===== src/inc/i2cx_pkg.sv =====
package i2cx_pkg;

  // ==========================================================
  // Bus addresses and command codes
  localparam logic [6:0] ADDR_LOW  = 7'h20;
  localparam logic [6:0] ADDR_HIGH = 7'h21;
  localparam logic [7:0] GC_ADDR   = 8'h00;
  localparam logic [7:0] GC_RESET  = 8'h06;
  localparam logic [7:0] REG_IN    = 8'h00;
  localparam logic [7:0] REG_STAT  = 8'h46;
  localparam logic [7:0] PTR_RST   = 8'h00;

  // ==========================================================
  // Read/write registers: index 0 output, 1 invert, 2 direction,
  // 3..4 drive strength, 5 hold, 6 resistor enable, 7 resistor
  // direction, 8 event mask, 9 output stage type.
  localparam int NRW     = 10;
  localparam int IX_OUT  = 0;
  localparam int IX_INV  = 1;
  localparam int IX_DIR  = 2;
  localparam int IX_DRL  = 3;
  localparam int IX_DRH  = 4;
  localparam int IX_HOLD = 5;
  localparam int IX_REN  = 6;
  localparam int IX_RDIR = 7;
  localparam int IX_MASK = 8;
  localparam int IX_STG  = 9;
  localparam logic [NRW-1:0][7:0] RW_OFS = {8'h4f, 8'h45, 8'h44, 8'h43,
    8'h42, 8'h41, 8'h40, 8'h03, 8'h02, 8'h01};
  localparam logic [NRW-1:0][7:0] RW_RST = {8'h00, 8'hff, 8'hff, 8'h00,
    8'h00, 8'hff, 8'hff, 8'hff, 8'h00, 8'hff};

  // ==========================================================
  // Bit counting and synchroniser reset levels
  localparam logic [3:0]  BIT_LAST = 4'h8;
  localparam logic [3:0]  ACK_DONE = 4'h9;
  localparam logic [11:0] SYNC_RST = 12'hb00;

  typedef enum logic [2:0] {
    ST_IDLE, ST_ADDR, ST_CMD, ST_WDATA, ST_RDATA, ST_GC, ST_IGNORE
  } i2cx_state_e;

  typedef struct packed {
    logic [7:0] drive_low;
    logic [7:0] drive_high;
    logic [7:0] hold;
    logic [7:0] res_en;
    logic [7:0] res_dir;
    logic [7:0] mask;
    logic [7:0] stage;
  } i2cx_cfg_s;

endpackage


===== src/rtl/i2cx_regmap.sv =====
`timescale 1ns/1ps
module i2cx_regmap (
  input  wire logic             core_clk_in,   // Core clock, 200 MHz.
  input  wire logic             nrst_in,       // Async reset, active low.
  input  wire logic             clk_en_in,     // Freezes all state when low.
  input  wire logic             scl_in,        // Bus clock pin.
  input  wire logic             sda_in,        // Bus data pin level.
  output logic                  sda_out,       // Data pin drive value.
  output logic                  sda_oe_out,    // Data pin pulled low.
  input  wire logic             addr_strap_in, // Address strap pin.
  input  wire logic             hw_rst_n_in,   // Reset pin, active low.
  input  wire logic [7:0]       port_in,       // Port pin levels.
  output logic [7:0]            port_out,      // Port pin drive values.
  output logic [7:0]            port_oe_out,   // Port pin drive enables.
  input  wire logic [7:0]       event_src_in,  // Event sources, core clock.
  output i2cx_pkg::i2cx_cfg_s   cfg_out        // Feature settings.
);

  // ==========================================================
  // Pin synchronisers
  logic [11:0] sync_raw;
  logic [11:0] sync1_q;
  logic [11:0] sync2_q;
  logic        scl_p_q;
  logic        sda_p_q;

  assign sync_raw = {hw_rst_n_in, addr_strap_in, sda_in, scl_in, port_in};

  always_ff @(posedge core_clk_in or negedge nrst_in) begin
    if (!nrst_in) begin
      sync1_q <= i2cx_pkg::SYNC_RST;
      sync2_q <= i2cx_pkg::SYNC_RST;
      scl_p_q <= 1'b1;
      sda_p_q <= 1'b1;
    end else if (clk_en_in) begin
      sync1_q <= sync_raw;
      sync2_q <= sync1_q;
      scl_p_q <= sync2_q[8];
      sda_p_q <= sync2_q[9];
    end
  end

  wire       scl_s   = sync2_q[8];
  wire       sda_s   = sync2_q[9];
  wire       strap_s = sync2_q[10];
  wire       hwrn_s  = sync2_q[11];
  wire [7:0] pins_s  = sync2_q[7:0];

  // ==========================================================
  // Bus conditions
  wire scl_hi = scl_s & scl_p_q;
  wire rise   = clk_en_in & scl_s & ~scl_p_q;
  wire fall   = clk_en_in & ~scl_s & scl_p_q;
  wire start  = clk_en_in & scl_hi & sda_p_q & ~sda_s;
  wire stop   = clk_en_in & scl_hi & ~sda_p_q & sda_s;

  localparam int         NRWM = i2cx_pkg::NRW - 1;
  i2cx_pkg::i2cx_state_e st_q;
  i2cx_pkg::i2cx_state_e nxt_q;
  i2cx_pkg::i2cx_state_e nxt_now;
  logic [3:0]            cnt_q;
  logic [7:0]            sh_q;
  logic [7:0]            tx_q;
  logic                  ack_q;
  logic                  drv_q;
  logic                  nack_q;
  logic                  gc_arm_q;
  logic                  ack_now;
  logic [7:0]            ptr_q;
  logic [NRWM:0][7:0]    rw_q;
  logic [7:0]            rdata;

  // A soft reset only fires on the stop that closes a clean call.
  wire soft_rst = stop & gc_arm_q;
  wire clr      = clk_en_in & (~hwrn_s | soft_rst);

  wire [6:0] my_addr  = strap_s ? i2cx_pkg::ADDR_HIGH
                                : i2cx_pkg::ADDR_LOW;
  wire       addr_hit = (sh_q[7:1] == my_addr);
  wire       gc_hit   = (sh_q == i2cx_pkg::GC_ADDR);
  wire       rx_st    = (st_q == i2cx_pkg::ST_ADDR)
                      | (st_q == i2cx_pkg::ST_CMD)
                      | (st_q == i2cx_pkg::ST_WDATA)
                      | (st_q == i2cx_pkg::ST_GC);
  wire       byte_end = fall & ~ack_q & rx_st
                      & (cnt_q == i2cx_pkg::BIT_LAST);
  wire       ack_end  = fall & ack_q;
  wire       wr       = byte_end & (st_q == i2cx_pkg::ST_WDATA);

  // ==========================================================
  // Decision on each completed byte
  always_comb begin
    ack_now = 1'b0;
    nxt_now = i2cx_pkg::ST_IGNORE;
    case (st_q)
      i2cx_pkg::ST_ADDR: begin
        if (addr_hit) begin
          ack_now = 1'b1;
          nxt_now = sh_q[0] ? i2cx_pkg::ST_RDATA
                            : i2cx_pkg::ST_CMD;
        end else if (gc_hit) begin
          ack_now = 1'b1;
          nxt_now = i2cx_pkg::ST_GC;
        end
      end
      i2cx_pkg::ST_CMD, i2cx_pkg::ST_WDATA: begin
        ack_now = 1'b1;
        nxt_now = i2cx_pkg::ST_WDATA;
      end
      i2cx_pkg::ST_GC: begin
        ack_now = (sh_q == i2cx_pkg::GC_RESET) & ~gc_arm_q;
        nxt_now = i2cx_pkg::ST_GC;
      end
      default: begin
        ack_now = 1'b0;
        nxt_now = i2cx_pkg::ST_IGNORE;
      end
    endcase
  end

  // ==========================================================
  // Bit engine
  always_ff @(posedge core_clk_in or negedge nrst_in) begin
    if (!nrst_in) begin
      st_q     <= i2cx_pkg::ST_IDLE;
      nxt_q    <= i2cx_pkg::ST_IDLE;
      cnt_q    <= 4'h0;
      sh_q     <= 8'h00;
      tx_q     <= 8'h00;
      ack_q    <= 1'b0;
      drv_q    <= 1'b0;
      nack_q   <= 1'b0;
      gc_arm_q <= 1'b0;
    end else if (clr | stop | start) begin
      st_q     <= start ? i2cx_pkg::ST_ADDR : i2cx_pkg::ST_IDLE;
      cnt_q    <= 4'h0;
      ack_q    <= 1'b0;
      drv_q    <= 1'b0;
      gc_arm_q <= 1'b0;
    end else if (rise) begin
      if (rx_st & ~cnt_q[3]) begin
        sh_q  <= {sh_q[6:0], sda_s};
        cnt_q <= cnt_q + 4'h1;
      end else if (st_q == i2cx_pkg::ST_RDATA) begin
        if (~cnt_q[3]) begin
          cnt_q <= cnt_q + 4'h1;
        end else if (cnt_q == i2cx_pkg::BIT_LAST) begin
          nack_q <= sda_s;
          cnt_q  <= i2cx_pkg::ACK_DONE;
        end
      end
    end else if (fall) begin
      if (byte_end) begin
        ack_q <= ack_now;
        drv_q <= ack_now;
        nxt_q <= nxt_now;
        if (!ack_now) begin
          st_q <= i2cx_pkg::ST_IGNORE;
        end
        if (st_q == i2cx_pkg::ST_GC) begin
          gc_arm_q <= ack_now;
        end
      end else if (ack_q) begin
        ack_q <= 1'b0;
        cnt_q <= 4'h0;
        st_q  <= nxt_q;
        tx_q  <= rdata;
        drv_q <= (nxt_q == i2cx_pkg::ST_RDATA) & ~rdata[7];
      end else if (st_q == i2cx_pkg::ST_RDATA) begin
        if (cnt_q == i2cx_pkg::ACK_DONE) begin
          if (nack_q) begin
            st_q  <= i2cx_pkg::ST_IGNORE;
            drv_q <= 1'b0;
          end else begin
            tx_q  <= rdata;
            drv_q <= ~rdata[7];
            cnt_q <= 4'h0;
          end
        end else if (cnt_q == i2cx_pkg::BIT_LAST) begin
          drv_q <= 1'b0;
        end else begin
          drv_q <= ~tx_q[6];
          tx_q  <= {tx_q[6:0], 1'b0};
        end
      end
    end
  end

  // ==========================================================
  // Register pointer
  always_ff @(posedge core_clk_in or negedge nrst_in) begin
    if (!nrst_in) begin
      ptr_q <= i2cx_pkg::PTR_RST;
    end else if (clr) begin
      ptr_q <= i2cx_pkg::PTR_RST;
    end else if (byte_end & (st_q == i2cx_pkg::ST_CMD)) begin
      ptr_q <= sh_q;
    end
  end

  // ==========================================================
  // Read/write registers and read selection
  logic [NRWM:0]      hit;
  logic [NRWM:0][7:0] rd_part;
  logic [7:0]         rd_rw;

  genvar gi;
  generate
    for (gi = 0; gi < i2cx_pkg::NRW; gi++) begin : g_rw
      assign hit[gi]     = (ptr_q == i2cx_pkg::RW_OFS[gi]);
      assign rd_part[gi] = hit[gi] ? rw_q[gi] : 8'h00;
      always_ff @(posedge core_clk_in or negedge nrst_in) begin
        if (!nrst_in) begin
          rw_q[gi] <= i2cx_pkg::RW_RST[gi];
        end else if (clr) begin
          rw_q[gi] <= i2cx_pkg::RW_RST[gi];
        end else if (wr & hit[gi]) begin
          rw_q[gi] <= sh_q;
        end
      end
    end
  endgenerate

  always_comb begin
    rd_rw = 8'h00;
    for (int i = 0; i < i2cx_pkg::NRW; i++) begin
      rd_rw = rd_rw | rd_part[i];
    end
  end

  wire [7:0] pin_view = pins_s ^ rw_q[i2cx_pkg::IX_INV];
  wire [7:0] stat_view = event_src_in & ~rw_q[i2cx_pkg::IX_MASK];

  // The input register has no storage, so a write to it finds no target.
  assign rdata = (ptr_q == i2cx_pkg::REG_IN)   ? pin_view :
                 (ptr_q == i2cx_pkg::REG_STAT) ? stat_view :
                 rd_rw;

  // ==========================================================
  // Pins and settings
  wire [7:0] outv = rw_q[i2cx_pkg::IX_OUT];
  wire [7:0] odm  = rw_q[i2cx_pkg::IX_STG][0] ? ~outv : 8'hff;

  assign sda_out     = 1'b0;
  assign sda_oe_out  = drv_q;
  assign port_out    = outv;
  assign port_oe_out = ~rw_q[i2cx_pkg::IX_DIR] & odm;

  assign cfg_out.drive_low  = rw_q[i2cx_pkg::IX_DRL];
  assign cfg_out.drive_high = rw_q[i2cx_pkg::IX_DRH];
  assign cfg_out.hold       = rw_q[i2cx_pkg::IX_HOLD];
  assign cfg_out.res_en     = rw_q[i2cx_pkg::IX_REN];
  assign cfg_out.res_dir    = rw_q[i2cx_pkg::IX_RDIR];
  assign cfg_out.mask       = rw_q[i2cx_pkg::IX_MASK];
  assign cfg_out.stage      = rw_q[i2cx_pkg::IX_STG];
endmodule


===== config.mk =====
export PLATFORM = sky130hd
export DESIGN_NAME = i2cx_regmap
export DESIGN_NICKNAME = d
export VERILOG_FILES = /design/src/inc/i2cx_pkg.sv /design/src/rtl/i2cx_regmap.sv
export SDC_FILE = /design/constraint.sdc
export NUM_CORES = 1
export LEC_CHECK = 0
export CELL_PAD_IN_SITES_DETAIL_PLACEMENT = 2
export CELL_PAD_IN_SITES_GLOBAL_PLACEMENT = 2
export CORE_MARGIN = 1
export CORE_UTILIZATION = 43
export CTS_BUF_LIST = sky130_fd_sc_hd__clkbuf_4
export DETAILED_ROUTE_END_ITERATION = 8
export DONT_BUFFER_PORTS = 1
export PLACE_DENSITY_LB_ADDON = 0.1
export RECOVER_POWER = 50
export REMOVE_ABC_BUFFERS = 1
export SETUP_SLACK_MARGIN = 0.4
export SYNTH_ARGS = -nofsm -noshare
export SYNTH_HDL_FRONTEND = slang
export SYNTH_SLANG_ARGS = --single-unit

===== constraint.sdc =====
create_clock -name core_clk_in -period 3.1 [get_ports core_clk_in]
set_clock_uncertainty 0.1 [all_clocks]
set_input_delay 0.62 -clock core_clk_in [delete_from_list [all_inputs] [get_ports core_clk_in]]
set_output_delay 0.62 -clock core_clk_in [all_outputs]
set_load 0.01 [all_outputs]

# After elaboration in Yosys (flattened, before gate mapping)
# Index checks and enable logic that the tools add are counted.
# Widths: inputs -> output; s select.
[word_totals]
wordCells = 242
output_inout_bits = 74
register_bits = 143
[classes]
n_eq_ne = 29
bitwise_logic = 65
n_reduce_logical = 34
add_sub_neg = 1
muxes = 88
[ops]
columns = ["op", "n"]
rows = [
  ["$mux 8", 35],
  ["$or 8x8->8", 9],
  ["$eq 8x7->1 const B", 8],
  ["$mux 4", 11],
  ["$mux 3", 12],
  ["$mux 7", 5],
  ["$and 1x1->1", 30],
  ["$reduce_bool 2->1", 15],
  ["$not 8->8", 3],
  ["$mux 1", 22],
  ["$reduce_bool 4->1", 5],
  ["$reduce_and 6->1", 3],
  ["$and 8x8->8", 2],
  ["$eq 8x2->1 const B", 2],
  ["$logic_not 8->1", 2],
  ["$not 1->1", 14],
  ["$reduce_and 7->1", 2],
  ["$eq 3x3->1 const B", 3],
  ["$ne 3x2->1 const B", 3],
  ["$pmux 3 s3", 1],
  ["$eq 4x4->1 const B", 2],
  ["$eq 8x1->1 const B", 1],
  ["$eq 8x3->1 const B", 1],
  ["$reduce_and 4->1", 2],
  ["17 further kinds", 24],
]

# Depth between registers and ports, before layout
# Gate-level depths: netlist of run 1.
[logic_depth]
ltp_word = 22
mapped_depth = 9
ltp_nobuf = 8

# Worst setup path before layout of run 1
# OpenSTA, ideal clock, no wires.
[synth_timing]
path_kind = "reg-to-reg"
from = "register scl_p_q"
to = "register rw_q, in the netlist cfg_out[7]"
required_time_ps = 2861
period_less_slack_ps = 2315
stages_incl_launch_ff = 9
n_path_buf = 2
arrival_ps = 2075
path_slack_ps = 785
setup_ps = 139
cell_sequence = "dfstp_2 -> clkbuf_1 -> nand3b_1 -> nor4_4 -> and3_1 -> and3_1 -> buf_4 -> mux2i_1 -> nor2_1"
[synth_between]
elab_chain_len = 8
elab_cells_between_ends = 15
cone_classes = "1 x mux; 13 x bitwise; 1 x reduce/logical"
[synth_lines]
columns = ["element", "line_no", "text"]
rows = [
  ["start, declared", "i2cx_regmap.sv:24", "logic scl_p_q;"],
  ["start signal, assigned", "i2cx_regmap.sv:38", "scl_p_q <= sync2_q[8];"],
  ["$and 1x1->1", "i2cx_regmap.sv:51", "wire scl_hi = scl_s & scl_p_q;"],
  ["$and 1x1->1 (3 in a row)", "i2cx_regmap.sv:55", "wire stop = clk_en_in & scl_hi & ~sda_p_q & sda_s;"],
  ["$and 1x1->1", "i2cx_regmap.sv:74", "wire soft_rst = stop & gc_arm_q;"],
  ["$or 1x1->1", "i2cx_regmap.sv:75", "wire clr = clk_en_in & (~hwrn_s | soft_rst);"],
  ["$and 1x1->1", "i2cx_regmap.sv:75", ""],
  ["$mux 8 / $reduce_bool 2->1 (equally long branches)", "--", ""],
  ["end signal, assigned by index", "i2cx_regmap.sv:214", "rw_q[gi] <= i2cx_pkg::RW_RST[gi];"],
  ["end signal, assigned by index", "i2cx_regmap.sv:216", "rw_q[gi] <= i2cx_pkg::RW_RST[gi];"],
  ["end signal, assigned by index", "i2cx_regmap.sv:218", "rw_q[gi] <= sh_q;"],
  ["end, declared", "i2cx_regmap.sv:70", "logic [NRWM:0][7:0] rw_q;"],
]
# Several ways; a longest one is shown, not always the timed one.
# A chain may end at the register's enable or synchronous reset.

# Worst setup path in the final report of run 1
[layout_timing]
from = "register ptr_q[5]"
to = "register drv_q (netlist: sda_oe_out)"
[layout_between]
elab_chain_len = 22
elab_cells_between_ends = 43
cone_classes = "11 x eq/ne; 20 x mux; 11 x bitwise; 1 x reduce/logical"
[layout_lines]
columns = ["element", "line_no", "text"]
rows = [
  ["start, declared", "i2cx_regmap.sv:69", "logic [7:0] ptr_q;"],
  ["start signal, assigned", "i2cx_regmap.sv:193", "ptr_q <= i2cx_pkg::PTR_RST;"],
  ["start signal, assigned", "i2cx_regmap.sv:195", "ptr_q <= i2cx_pkg::PTR_RST;"],
  ["start signal, assigned", "i2cx_regmap.sv:197", "ptr_q <= sh_q;"],
  ["$eq 8x1->1 / $eq 8x2->1 (equally long branches)", "i2cx_regmap.sv:210", "assign hit[gi] = (ptr_q == i2cx_pkg::RW_OFS[gi]);"],
  ["$mux 8", "i2cx_regmap.sv:211", "assign rd_part[gi] = hit[gi] ? rw_q[gi] : 8'h00;"],
  ["$or 8x8->8 (9 in a row)", "i2cx_regmap.sv:227", "rd_rw = rd_rw | rd_part[i];"],
  ["$mux 8", "i2cx_regmap.sv:236", "(ptr_q == i2cx_pkg::REG_STAT) ? stat_view :"],
  ["$mux 8 (*)", "i2cx_regmap.sv:235", "assign rdata = (ptr_q == i2cx_pkg::REG_IN) ? pin_view :"],
  ["$not 1->1 (*)", "i2cx_regmap.sv:168, i2cx_regmap.sv:176", ""],
  ["$mux 1", "i2cx_regmap.sv:171", "if (nack_q) begin"],
  ["$mux 1", "i2cx_regmap.sv:170", "if (cnt_q == i2cx_pkg::ACK_DONE) begin"],
  ["$mux 1", "i2cx_regmap.sv:169", "end else if (st_q == i2cx_pkg::ST_RDATA) begin"],
  ["$mux 1 (*)", "i2cx_regmap.sv:163", "end else if (ack_q) begin"],
  ["$mux 1 (*)", "i2cx_regmap.sv:153", "if (byte_end) begin"],
  ["$mux 1 (*)", "i2cx_regmap.sv:152", "end else if (fall) begin"],
  ["$mux 1 (*)", "i2cx_regmap.sv:140", "end else if (rise) begin"],
  ["$mux 1 (*)", "i2cx_regmap.sv:134", "end else if (clr | stop | start) begin"],
  ["end signal, assigned", "i2cx_regmap.sv:155", "drv_q <= ack_now;"],
  ["end signal, assigned", "i2cx_regmap.sv:168", "drv_q <= (nxt_q == i2cx_pkg::ST_RDATA) & ~rdata[7];"],
  ["end signal, assigned", "i2cx_regmap.sv:176", "drv_q <= ~rdata[7];"],
  ["end, declared", "i2cx_regmap.sv:65", "logic drv_q;"],
]
# Mark *: on every way between the ends. The rest lies on a longest branch, timed or not. The select of a mux whose other input is x is not followed.

==> results of run 1 <==
-- metal layers --
layer  vias up  wire length, um  GRT usage
met5         -                0          0
met4         0              484     0.0839
met3        28             1580     0.0786
met2       147            12600      0.454
met1      3269            12400      0.385
li1       2683                -          -
-- cells in the mapped netlist, types with 4 or more instances --
cell type | n | area share
a21oi_1 | 36 | 0.022
mux2_2 | 39 | 0.053
buf_4 | 68 | 0.062
and3_1 | 6 | 0.0046
clkbuf_1 | 43 | 0.020
nand2_1 | 75 | 0.034
dfstp_2 | 56 | 0.18
a22oi_1 | 4 | 0.0036
inv_1 | 15 | 0.0068
a221oi_1 | 9 | 0.0096
xor2_1 | 4 | 0.0043
nand3_1 | 36 | 0.022
o221ai_1 | 6 | 0.0064
mux2i_1 | 98 | 0.12
nor2_2 | 8 | 0.0061
nor3_1 | 10 | 0.0061
o211ai_1 | 4 | 0.0036
dfrtp_1 | 87 | 0.26
ha_1 | 4 | 0.0061
nand3b_1 | 8 | 0.0073
nand2b_1 | 8 | 0.0061
o21ai_0 | 20 | 0.012
a31oi_1 | 9 | 0.0068
xnor2_1 | 6 | 0.0064
o21ai_1 | 4 | 0.0024
and2_1 | 5 | 0.0038
nand4_1 | 4 | 0.0030
nor2b_1 | 16 | 0.012
buf_2 | 4 | 0.0024
buf_1 | 4 | 0.0018
nor2_1 | 55 | 0.025
-- area by class of cell --
class / instances / area share
multi-input combinational: 537 / 0.453
sequential: 143 / 0.429
tap: 234 / 0.0344
timing repair buffer: 34 / 0.0334
clock inverter: 12 / 0.0256
clock buffer: 20 / 0.0176
inverter: 15 / 0.00662
antenna: 1 / 0.000294
-- path summary, 6_finish.rpt --
| kind | from | cells past startpoint | slack, ns | to |
|---|---|---|---|---|
| setup reg to reg | ptr_q[5] | 7 | 0.46 | sda_oe_out |
| setup / recovery | ptr_q[5] | 7 | 0.46 | sda_oe_out |
| min in group core_clk_in | clk_en_in | 1 | 0.05 | scl_p_q |
| hold / removal | nrst_in | 0 | -0.37 | cfg_out[24] |
| max in group asynchronous | nrst_in | 0 | 2.97 | sync1_q[8] |
| hold reg to reg | sync1_q[10] | 1 | 0.42 | sync2_q[10] |
-- kinds of logic (layout without fill, tap and decap cells) --
| family | Yosys count | count (layout) |
|---|---|---|
| AND/OR/NAND/NOR | 254 | 254 |
| flip-flops | 143 | 143 |
| multiplexers | 141 | 141 |
| buffers and inverters | 136 | 81 |
| AO/OA/AOI/OAI | 127 | 127 |
| XOR/XNOR | 10 | 10 |
| adder cells (fa/ha/maj) | 4 | 4 |
| other | 1 | 2 |
-- registers in the layout, indices dropped and copies added (netlist names), 3 cells and up --
| name | count |
|---|---|
| cfg_out | 56 |
| rw_q | 16 |
| sync1_q | 12 |
| sync2_q | 12 |
| port_out | 8 |
| ptr_q | 8 |
| sh_q | 8 |
| tx_q | 7 |
| cnt_q | 4 |
| nxt_q | 3 |
| st_q | 3 |
-- repair_timing --
action                     4_1_cts  5_1_grt
pin swaps                        1        2
resized for setup                6        9
setup endpoints to repair       24       65
buffers inserted                 1        5
hold endpoints to repair       143      143
-- report_power, final --
part / internal, mW / leakage (nW) / total (mW) / switching (mW)
logic: 0.231 / 2.02 / 0.535 / 0.304
clock network: 0.825 / 0.192 / 1.53 / 0.706
registers: 1.98 / 1.73 / 2.14 / 0.162
total: 3.03 / 3.95 / 4.21 / 1.17
-- per-stage QoR --
step           cell area, um2  setup slack (ns)  total power, mW   util
6_report                 8510             0.459             4.21  0.453
5_1_grt                  8510             0.357             4.37  0.453
3_3_place_gp             8030             0.423             2.66  0.428
3_5_place_dp             8030             0.351             2.70  0.428
2_1_floorplan            7510             0.557             2.45      -
4_1_cts                  8430             0.425             4.23  0.449
==> results.ini, run 1 <==
[clock_network]
clk_pin_slew_ns = 0.14
cts-root-buf = clkbuf_4
cts_tree = done
cts_buffers = 17
htreeDepth = 4
insertion_delay_ns = 0.57
cts.sinks = 143
clock_path_buffers = 2

[critical_path]
worstSetupStartpointType = flip-flop
worstSetupPathType = flip-flop to flip-flop
cp_top_family = simple AND/OR/NAND/NOR gates
arrival_ns = 2.99
max_stage_delay_ns = 0.62
path_cells = or4_4 -> nor2_4 -> o21ai_1 -> a2bb2oi_1 -> buf_4 -> a2111oi_2 -> o32a_1
crit_buf_inv = 1
endpoint_kind = flip-flop
cp_data_required_time_ns = 3.44
path_max_fanout = 8
crit_slowest_cell = or4_4

[sta]
period_needed_ns = 2.64
holdWs_ns = -0.366
hold_viol = 143
worst_pin_slew_ns = 0.625
slew_viol_final = 0
relSlewSlack = 0.583
fin_setup_tns_ns = 0
setup_viol = 0
period_share = 0.852
grt_setup_unrepaired = true
max_freq_mhz = 379

[pwr]
ir_drop_v = 0.000226
cellLeakagePower_nw = 3.95
power_density_nw_per_um2 = 494

[placed_design]
place_inst = 957
gp_congestion = 0.831
numPortBuffers = 0
dp_hpwl_mm = 18.7

[floorplan]
die-width_um = 140
initial_core_util = 0.439
die_area_um2 = 19700
fp.dieH_um = 140
core_um2 = 18800
ioPinCount = 97
row_count = 50

[routing]
drt_iter0_drc = 293
ant_nets = 0
num_vias = 6127
wl_mm = 27.0
routedWlPerCell_um = 27.1
firstDrtPassIters = 4
route.detailed.drc = 0
post_drt_via_cell_ratio = 6.15

[min_path]
min_path_type = input port to async pin

[yosys]
mappedNetlistArea_um2 = 8240
synthXorXnorAreaFrac = 0.0106
ys.warnings.count = 0
synth_cell_type_count = 73
synth_mux_area_frac = 0.179
synth-edff-count = 0
synth_top_family_by_area = multiplexers
synthSimpleGateAreaFrac = 0.162
synth_fa_ha_area_frac = 0.00607
yosysSeqAreaShare = 0.443
synth-async-reset-ratio = 1.00
synth-compound-area-share = 0.104
synth_seq_cells = 143
synthFlopType = dfrtp_1
netlist_instances = 816
postSynthAreaPerCell_um2 = 10.1

[global_route]
grt_use_total = 0.288
antenna_found_initial = 1
grt-ovfl-total = 0
first_global_vias = 6764
grt_first_pass_wirelength_mm = 42.1
grt_max_degree = 144

[finish]
drive_above_1_share = 0.260
final_cells = 996
fillers = 1966
area_delta_synth_final_pct = 3.30
regArea_um2 = 3650
nets = 775
final_cell_mix = 98 x mux2i_1, 85 x dfrtp_1, 71 x nand2_1, 55 x nor2_1, 53 x dfstp_2
layout_commonest_cell = mux2i_1
multi_input_area_um2 = 3860

[status]
violations = negative hold slack
status = finished, violations left

[run]
max-cap-violations = 0

Note: power is estimated with default switching activity, not from simulation.
==> run 2, diff against run 1 <==
--- a/config.mk
+++ b/config.mk
@@ -7,6 +7,7 @@
 export LEC_CHECK = 0
 export CELL_PAD_IN_SITES_DETAIL_PLACEMENT = 2
 export CELL_PAD_IN_SITES_GLOBAL_PLACEMENT = 2
+export CORE_ASPECT_RATIO = 1.5
 export CORE_MARGIN = 1
 export CORE_UTILIZATION = 43
 export CTS_BUF_LIST = sky130_fd_sc_hd__clkbuf_4
==> run 2 against run 1 <==
  * The run still ends with negative hold slack left
  * Largest power group unchanged
  * Core utilization decreased by 0.16 points
  * Die area about the same
  * Via count fell by 1.4%
  * First-iteration DRC count fell by 23%
  * Non-clock buffer count is 4 lower
  * Cell count rose by 1.4%
  * Highest routed layer unchanged
  * Hold slack worse by 0.029 ns
  * Combinational power decreased by 1%
==> results.ini, run 2 (same netlist as run 1, synthesis figures left out) <==
[floorplan]
initial_core_util = 0.442  ; was 0.439
die-width_um = 115  ; was 140 um
ioPinCount = 97  ; unchanged
row_count = 61  ; was 50
core_um2 = 18600  ; was 18,800 um2
fp.dieH_um = 172  ; was 140 um
die_area_um2 = 19700  ; about the same

[placed_design]
dp_hpwl_mm = 18.5  ; was 18.7 mm
numPortBuffers = 0  ; unchanged
gp_congestion = 0.835  ; was 0.831

[global_route]
met2_usage = 0.514  ; was 0.454
grt_util_met3 = 0.0673  ; was 0.0786
grt_use_total = 0.283  ; was 0.288
met1_usage = 0.306  ; was 0.385
grt_max_degree = 144  ; unchanged
grt-ovfl-total = 0  ; unchanged
first_global_vias = 6792  ; was 6,764
grt_first_pass_wirelength_mm = 40.6  ; was 42.1 mm
busiest_layer = met2  ; unchanged
antenna_found_initial = 1  ; unchanged

[routing]
drt_iter0_drc = 227  ; was 293
wl_mm = 26.4  ; was 27.0 mm
ant_nets = 0  ; unchanged
firstDrtPassIters = 4  ; unchanged
num_vias = 6039  ; was 6,127
routedWlPerCell_um = 26.1  ; was 27.1 um
post_drt_via_cell_ratio = 5.98  ; was 6.15
route.detailed.drc = 0  ; unchanged

[finish]
final_cell_mix = 96 x mux2i_1, 87 x dfrtp_1, 72 x nand2_1, 55 x nor2_1, 50 x dfstp_2  ; was 98 x mux2i_1, 85 x dfrtp_1, 71 x nand2_1, 55 x nor2_1, 53 x dfstp_2
area_delta_synth_final_pct = 2.14  ; was 3.30%
fillers = 2006  ; was 1,966
largest_reg_flops = 56  ; unchanged
nets = 771  ; was 775
layout_commonest_cell = mux2i_1  ; unchanged
drive_above_1_share = 0.248  ; was 0.260

[critical_path]
worstSetupPathType = flip-flop to flip-flop  ; unchanged
r2r_start = scl_p_q  ; was ptr_q[5]
path_max_fanout = 8  ; unchanged
reg2regPathDepth = 7  ; unchanged
reg2reg_to = cfg_out[11]  ; was sda_oe_out
endpoint_kind = flip-flop  ; unchanged
worstSetupStartpointType = flip-flop  ; unchanged
cp_data_required_time_ns = 3.52  ; was 3.44 ns
r2r_setup_slack_ns = 0.41  ; was 0.46 ns
arrival_ns = 3.11  ; was 2.99 ns
startpoint = scl_p_q  ; was ptr_q[5]

[clock_network]
postCtsHoldBufs = 1
insertion_delay_ns = 0.60  ; was 0.57 ns
cts_tree = done  ; unchanged
cts_buffers = 17  ; unchanged
clk_pin_slew_ns = 0.15  ; was 0.14 ns
clock_path_buffers = 2  ; unchanged
cts-root-buf = clkbuf_4  ; unchanged
htreeDepth = 4  ; unchanged
cts.sinks = 143  ; unchanged

[pwr]
ir_drop_v = 0.000282  ; was 0.000226 V
p_total_mw = 3.88  ; was 4.21 mW
power_density_nw_per_um2 = 461  ; was 494 nW/um2
cellLeakagePower_nw = 3.87  ; was 3.95 nW

[sta]
period_share = 0.867  ; was 0.852
max_freq_mhz = 372  ; was 379 MHz
hold_viol = 143  ; unchanged
grt_setup_unrepaired = true  ; unchanged
fin_setup_tns_ns = 0  ; unchanged
relSlewSlack = 0.572  ; was 0.583
setup_viol = 0  ; unchanged
worst_pin_slew_ns = 0.639  ; was 0.625 ns
holdWs_ns = -0.395  ; was -0.366 ns
slew_viol_final = 0  ; unchanged
period_needed_ns = 2.69  ; was 2.64 ns

[run]
max-cap-violations = 0  ; unchanged

[status]
violations = negative hold slack  ; unchanged
status = finished, violations left  ; unchanged

[min_path]
min_path_type = input port to async pin  ; unchanged

-- run 2: repair_timing --
item                                    in CTS  in global routing
setup buffers                                1                  5
endpoints found under the setup margin      15                 63
pin swaps                                    1                  2
endpoints found under the hold margin      145                143
resized for setup                            3                  9
-- run 2: worst max path at each step --
stage,end,slack (ns),cells after the start
after floorplan,st_q[0],0.56,6
after global placement,cfg_out[1],0.49,8
after detailed placement,cfg_out[3],0.33,8
after CTS,port_out[7],0.37,8
after global routing,port_out[7],0.29,7
final,cfg_out[11],0.41,7
-- run 2: worst max-delay path, stage by stage, from the launching register on --
cell	delay, ns
dfstp_1	0.72
nand3b_1	0.32
nor4_4	0.44
buf_4	0.18
and2_1	0.22
nand2_2	0.28
mux2i_1	0.27
nand2_1	0.10
-- run 2: cell type report --
| cell class | instances | area, um2 | area share |
|---|---|---|---|
| clock inverter | 14 | 145 | 0.0172 |
| clock buffer | 18 | 135 | 0.0161 |
| timing repair buffer | 30 | 253 | 0.0300 |
| sequential | 143 | 3650 | 0.434 |
| antenna | 1 | 2.50 | 0.000297 |
| multi-input combinational | 537 | 3860 | 0.459 |
| inverter | 15 | 56.3 | 0.00669 |
| tap | 252 | 315 | 0.0375 |
-- run 2: where the power goes --
| group | internal, mW | total [mW] | switching, mW |
|---|---|---|---|
| registers | 1.98 | 2.13 | 0.151 |
| clock network | 0.483 | 1.22 | 0.737 |
| logic | 0.225 | 0.529 | 0.304 |
-- run 2: through the flow --
step	hold slack [ns]	std cells	utilization	instance area, um2	setup WS, ns
finish	-0.395	1010	0.452	8420	0.412
global route	-0.465	1010	0.452	8420	0.294
CTS	-0.456	1004	0.447	8320	0.370
detailed placement	0.228	970	0.430	8000	0.325
global placement	0.228	970	0.430	8000	0.495
floorplan	0.224	695	-	7510	0.557
-- run 2: per-layer routing --
metal	vias to the layer above	part of all wire
li1	2664	-
met5	-	0
met1	3182	0.38
met4	0	0.040
met3	51	0.046
met2	142	0.54
==> run 3, diff against run 2 <==
==> constraint.sdc (replaced) <==
create_clock -name core_clk_in -period 3 [get_ports core_clk_in]
set_clock_uncertainty 0.1 [all_clocks]
set_input_delay 0.6 -clock core_clk_in [delete_from_list [all_inputs] [get_ports core_clk_in]]
set_output_delay 0.6 -clock core_clk_in [all_outputs]
set_load 0.01 [all_outputs]
==> run 3 against run 2 <==
  * The run still ends with negative hold slack left
  * Flip-flop and latch count stayed put
  * Cell count is 0.69% higher
  * Core utilization is 0.19 points higher
  * Fmax is 7.4% higher
  * Via count is 0.84% lower
  * Routed wire length hardly changed
  * First-iteration DRC count is 25% higher
  * Non-clock buffer count is 7 higher
==> results.ini, run 3 (same netlist as run 1, synthesis figures left out) <==
[status]
status = finished, violations left  ; unchanged
violations = negative hold slack  ; unchanged

[placed_design]
dp_hpwl_mm = 18.7  ; was 18.5 mm
dp_slack_ns = 0.274  ; was 0.325 ns
numPortBuffers = 0  ; unchanged
gp_congestion = 0.849  ; was 0.835
place_area_um2 = 8050  ; was 8000 um2
place_inst = 975  ; was 970

[routing]
route.detailed.drc = 0  ; unchanged
ant_nets = 0  ; unchanged
firstDrtPassIters = 5  ; was 4
drt_iter0_drc = 284  ; was 227
post_drt_via_cell_ratio = 5.89  ; was 5.98
routedWlPerCell_um = 26.0  ; was 26.1 um
num_vias = 5988  ; was 6,039
wl_mm = 26.4  ; about the same

[clock_network]
clock_path_buffers = 2  ; unchanged
htreeDepth = 4  ; unchanged
clk_pin_slew_ns = 0.12  ; was 0.15 ns
cts-root-buf = clkbuf_4  ; unchanged
insertion_delay_ns = 0.59  ; was 0.60 ns
cts_buffers = 17  ; unchanged
postCtsHoldBufs = 1  ; unchanged
cts.sinks = 143  ; unchanged
cts_tree = done  ; unchanged

[finish]
final_cell_mix = 98 x mux2i_1, 86 x dfrtp_1, 71 x nand2_1, 55 x nor2_1, 52 x dfstp_2  ; was 96 x mux2i_1, 87 x dfrtp_1, 72 x nand2_1, 55 x nor2_1, 50 x dfstp_2
nets = 778  ; was 771
area_delta_synth_final_pct = 2.58  ; was 2.14%
postLayoutCoreUtil = 0.454  ; was 0.452
fin_area_um2 = 8450  ; was 8420 um2
final_cells = 1017  ; was 1,010
drive_above_1_share = 0.257  ; was 0.248
layout_commonest_cell = mux2i_1  ; unchanged
largest_reg_flops = 56  ; unchanged

[sta]
max_freq_mhz = 400  ; was 372 MHz
holdWs_ns = -0.420  ; was -0.395 ns
fin_setup_tns_ns = 0  ; unchanged
fin_ws_ns = 0.497  ; was 0.412 ns
grt_setup_unrepaired = true  ; unchanged
period_needed_ns = 2.50  ; was 2.69 ns
relSlewSlack = 0.550  ; was 0.572
period_share = 0.834  ; was 0.867
hold_viol = 143  ; unchanged
slew_viol_final = 0  ; unchanged
worst_pin_slew_ns = 0.673  ; was 0.639 ns
setup_viol = 0  ; unchanged

[floorplan]
core_um2 = 18600  ; unchanged
initial_core_util = 0.442  ; unchanged
ioPinCount = 97  ; unchanged
die_area_um2 = 19700  ; unchanged
die-width_um = 115  ; unchanged
row_count = 61  ; unchanged
fp.dieH_um = 172  ; unchanged

[pwr]
pwr-share-clk = 0.311  ; was 0.315
power_density_nw_per_um2 = 472  ; was 461 nW/um2
cellLeakagePower_nw = 3.90  ; was 3.87 nW
ir_drop_v = 0.000284  ; was 0.000282 V
combPwrFrac = 0.149  ; was 0.136
internal_power_mw = 2.81  ; was 2.68 mW
switching_share = 0.296  ; was 0.308
p_seq_frac = 0.540  ; was 0.549
p_total_mw = 3.99  ; was 3.88 mW
switchingPower_mw = 1.18  ; was 1.19 mW

[global_route]
antenna_found_initial = 1  ; unchanged
grt_first_pass_wirelength_mm = 41.0  ; was 40.6 mm
grt-ovfl-total = 0  ; unchanged
grt_max_degree = 144  ; unchanged
grt_use_total = 0.284  ; was 0.283
first_global_vias = 6778  ; was 6,792

[critical_path]
r2r_setup_slack_ns = 0.50  ; was 0.41 ns
arrival_ns = 2.89  ; was 3.11 ns
endpoint_kind = flip-flop  ; unchanged
path_max_fanout = 9  ; was 8
worstSetupStartpointType = flip-flop  ; unchanged
cp_data_required_time_ns = 3.39  ; was 3.52 ns
worstSetupPathType = flip-flop to flip-flop  ; unchanged

[run]
max-cap-violations = 0  ; unchanged

[min_path]
min_path_type = input port to async pin  ; unchanged

run 3: changes by cell type in the layout (fill, tap and decap cells not counted), sizes merged:
| cell | change |
|---|---|
| buf | +7 |
| clkbuf | +4 |
| clkinv | -1 |
| clkinvlp | -3 |
run 3: power by group through the flow:
stage	sequential, mW	combinational, mW	clock (mW)
after floorplan	2.20	0.335	0
after global placement	2.18	0.560	0
after CTS	2.16	0.598	1.28
final	2.16	0.596	1.24
after detailed placement	2.19	0.589	0
after global routing	2.17	0.653	1.35
run 3: final cells by class:
cell class,instances,area [um2]
clock inverter,10,97.6
antenna,1,2.50
tap,252,315
clock buffer,22,165
timing repair buffer,37,309
sequential,143,3650
fill,2024,10200
inverter,15,56.3
multi-input combinational,537,3860
run 3: critical path, stage by stage (launching register included):
cell	delay, ns
dfrtp_1	0.52
and3b_1	0.28
nor3b_2	0.53
o21ai_1	0.14
a2bb2oi_1	0.41
a2111oi_2	0.10
o32a_1	0.31
run 3: per-layer routing:
| metal | vias up | routed length, um | global-route usage |
|---|---|---|---|
| met5 | - | 0 | 0 |
| met4 | 0 | 1270 | 0.166 |
| met3 | 57 | 1050 | 0.0606 |
| met2 | 149 | 13800 | 0.496 |
| met1 | 3110 | 10300 | 0.317 |
| li1 | 2672 | - | - |
run 3: final timing paths:
path,endpoint,start,depth (start not counted)
setup reg to reg,sda_oe_out,ptr_q[7],6
setup / recovery,sda_oe_out,ptr_q[7],6
min in group core_clk_in,sync1_q[2],port_in[2],1
hold / removal,cfg_out[29],nrst_in,0
max in group asynchronous,sync1_q[11],nrst_in,0
hold reg to reg,sync2_q[0],sync1_q[0],1
run 3: timing repair:
| item | in CTS | in global routing |
|---|---|---|
| gates resized for setup | 3 | 12 |
| pin swaps | 3 | 1 |
| gates cloned | 0 | 0 |
| buffers inserted | 5 | 3 |
| endpoints found under the hold margin | 145 | 143 |
| setup endpoints to repair | 40 | 48 |
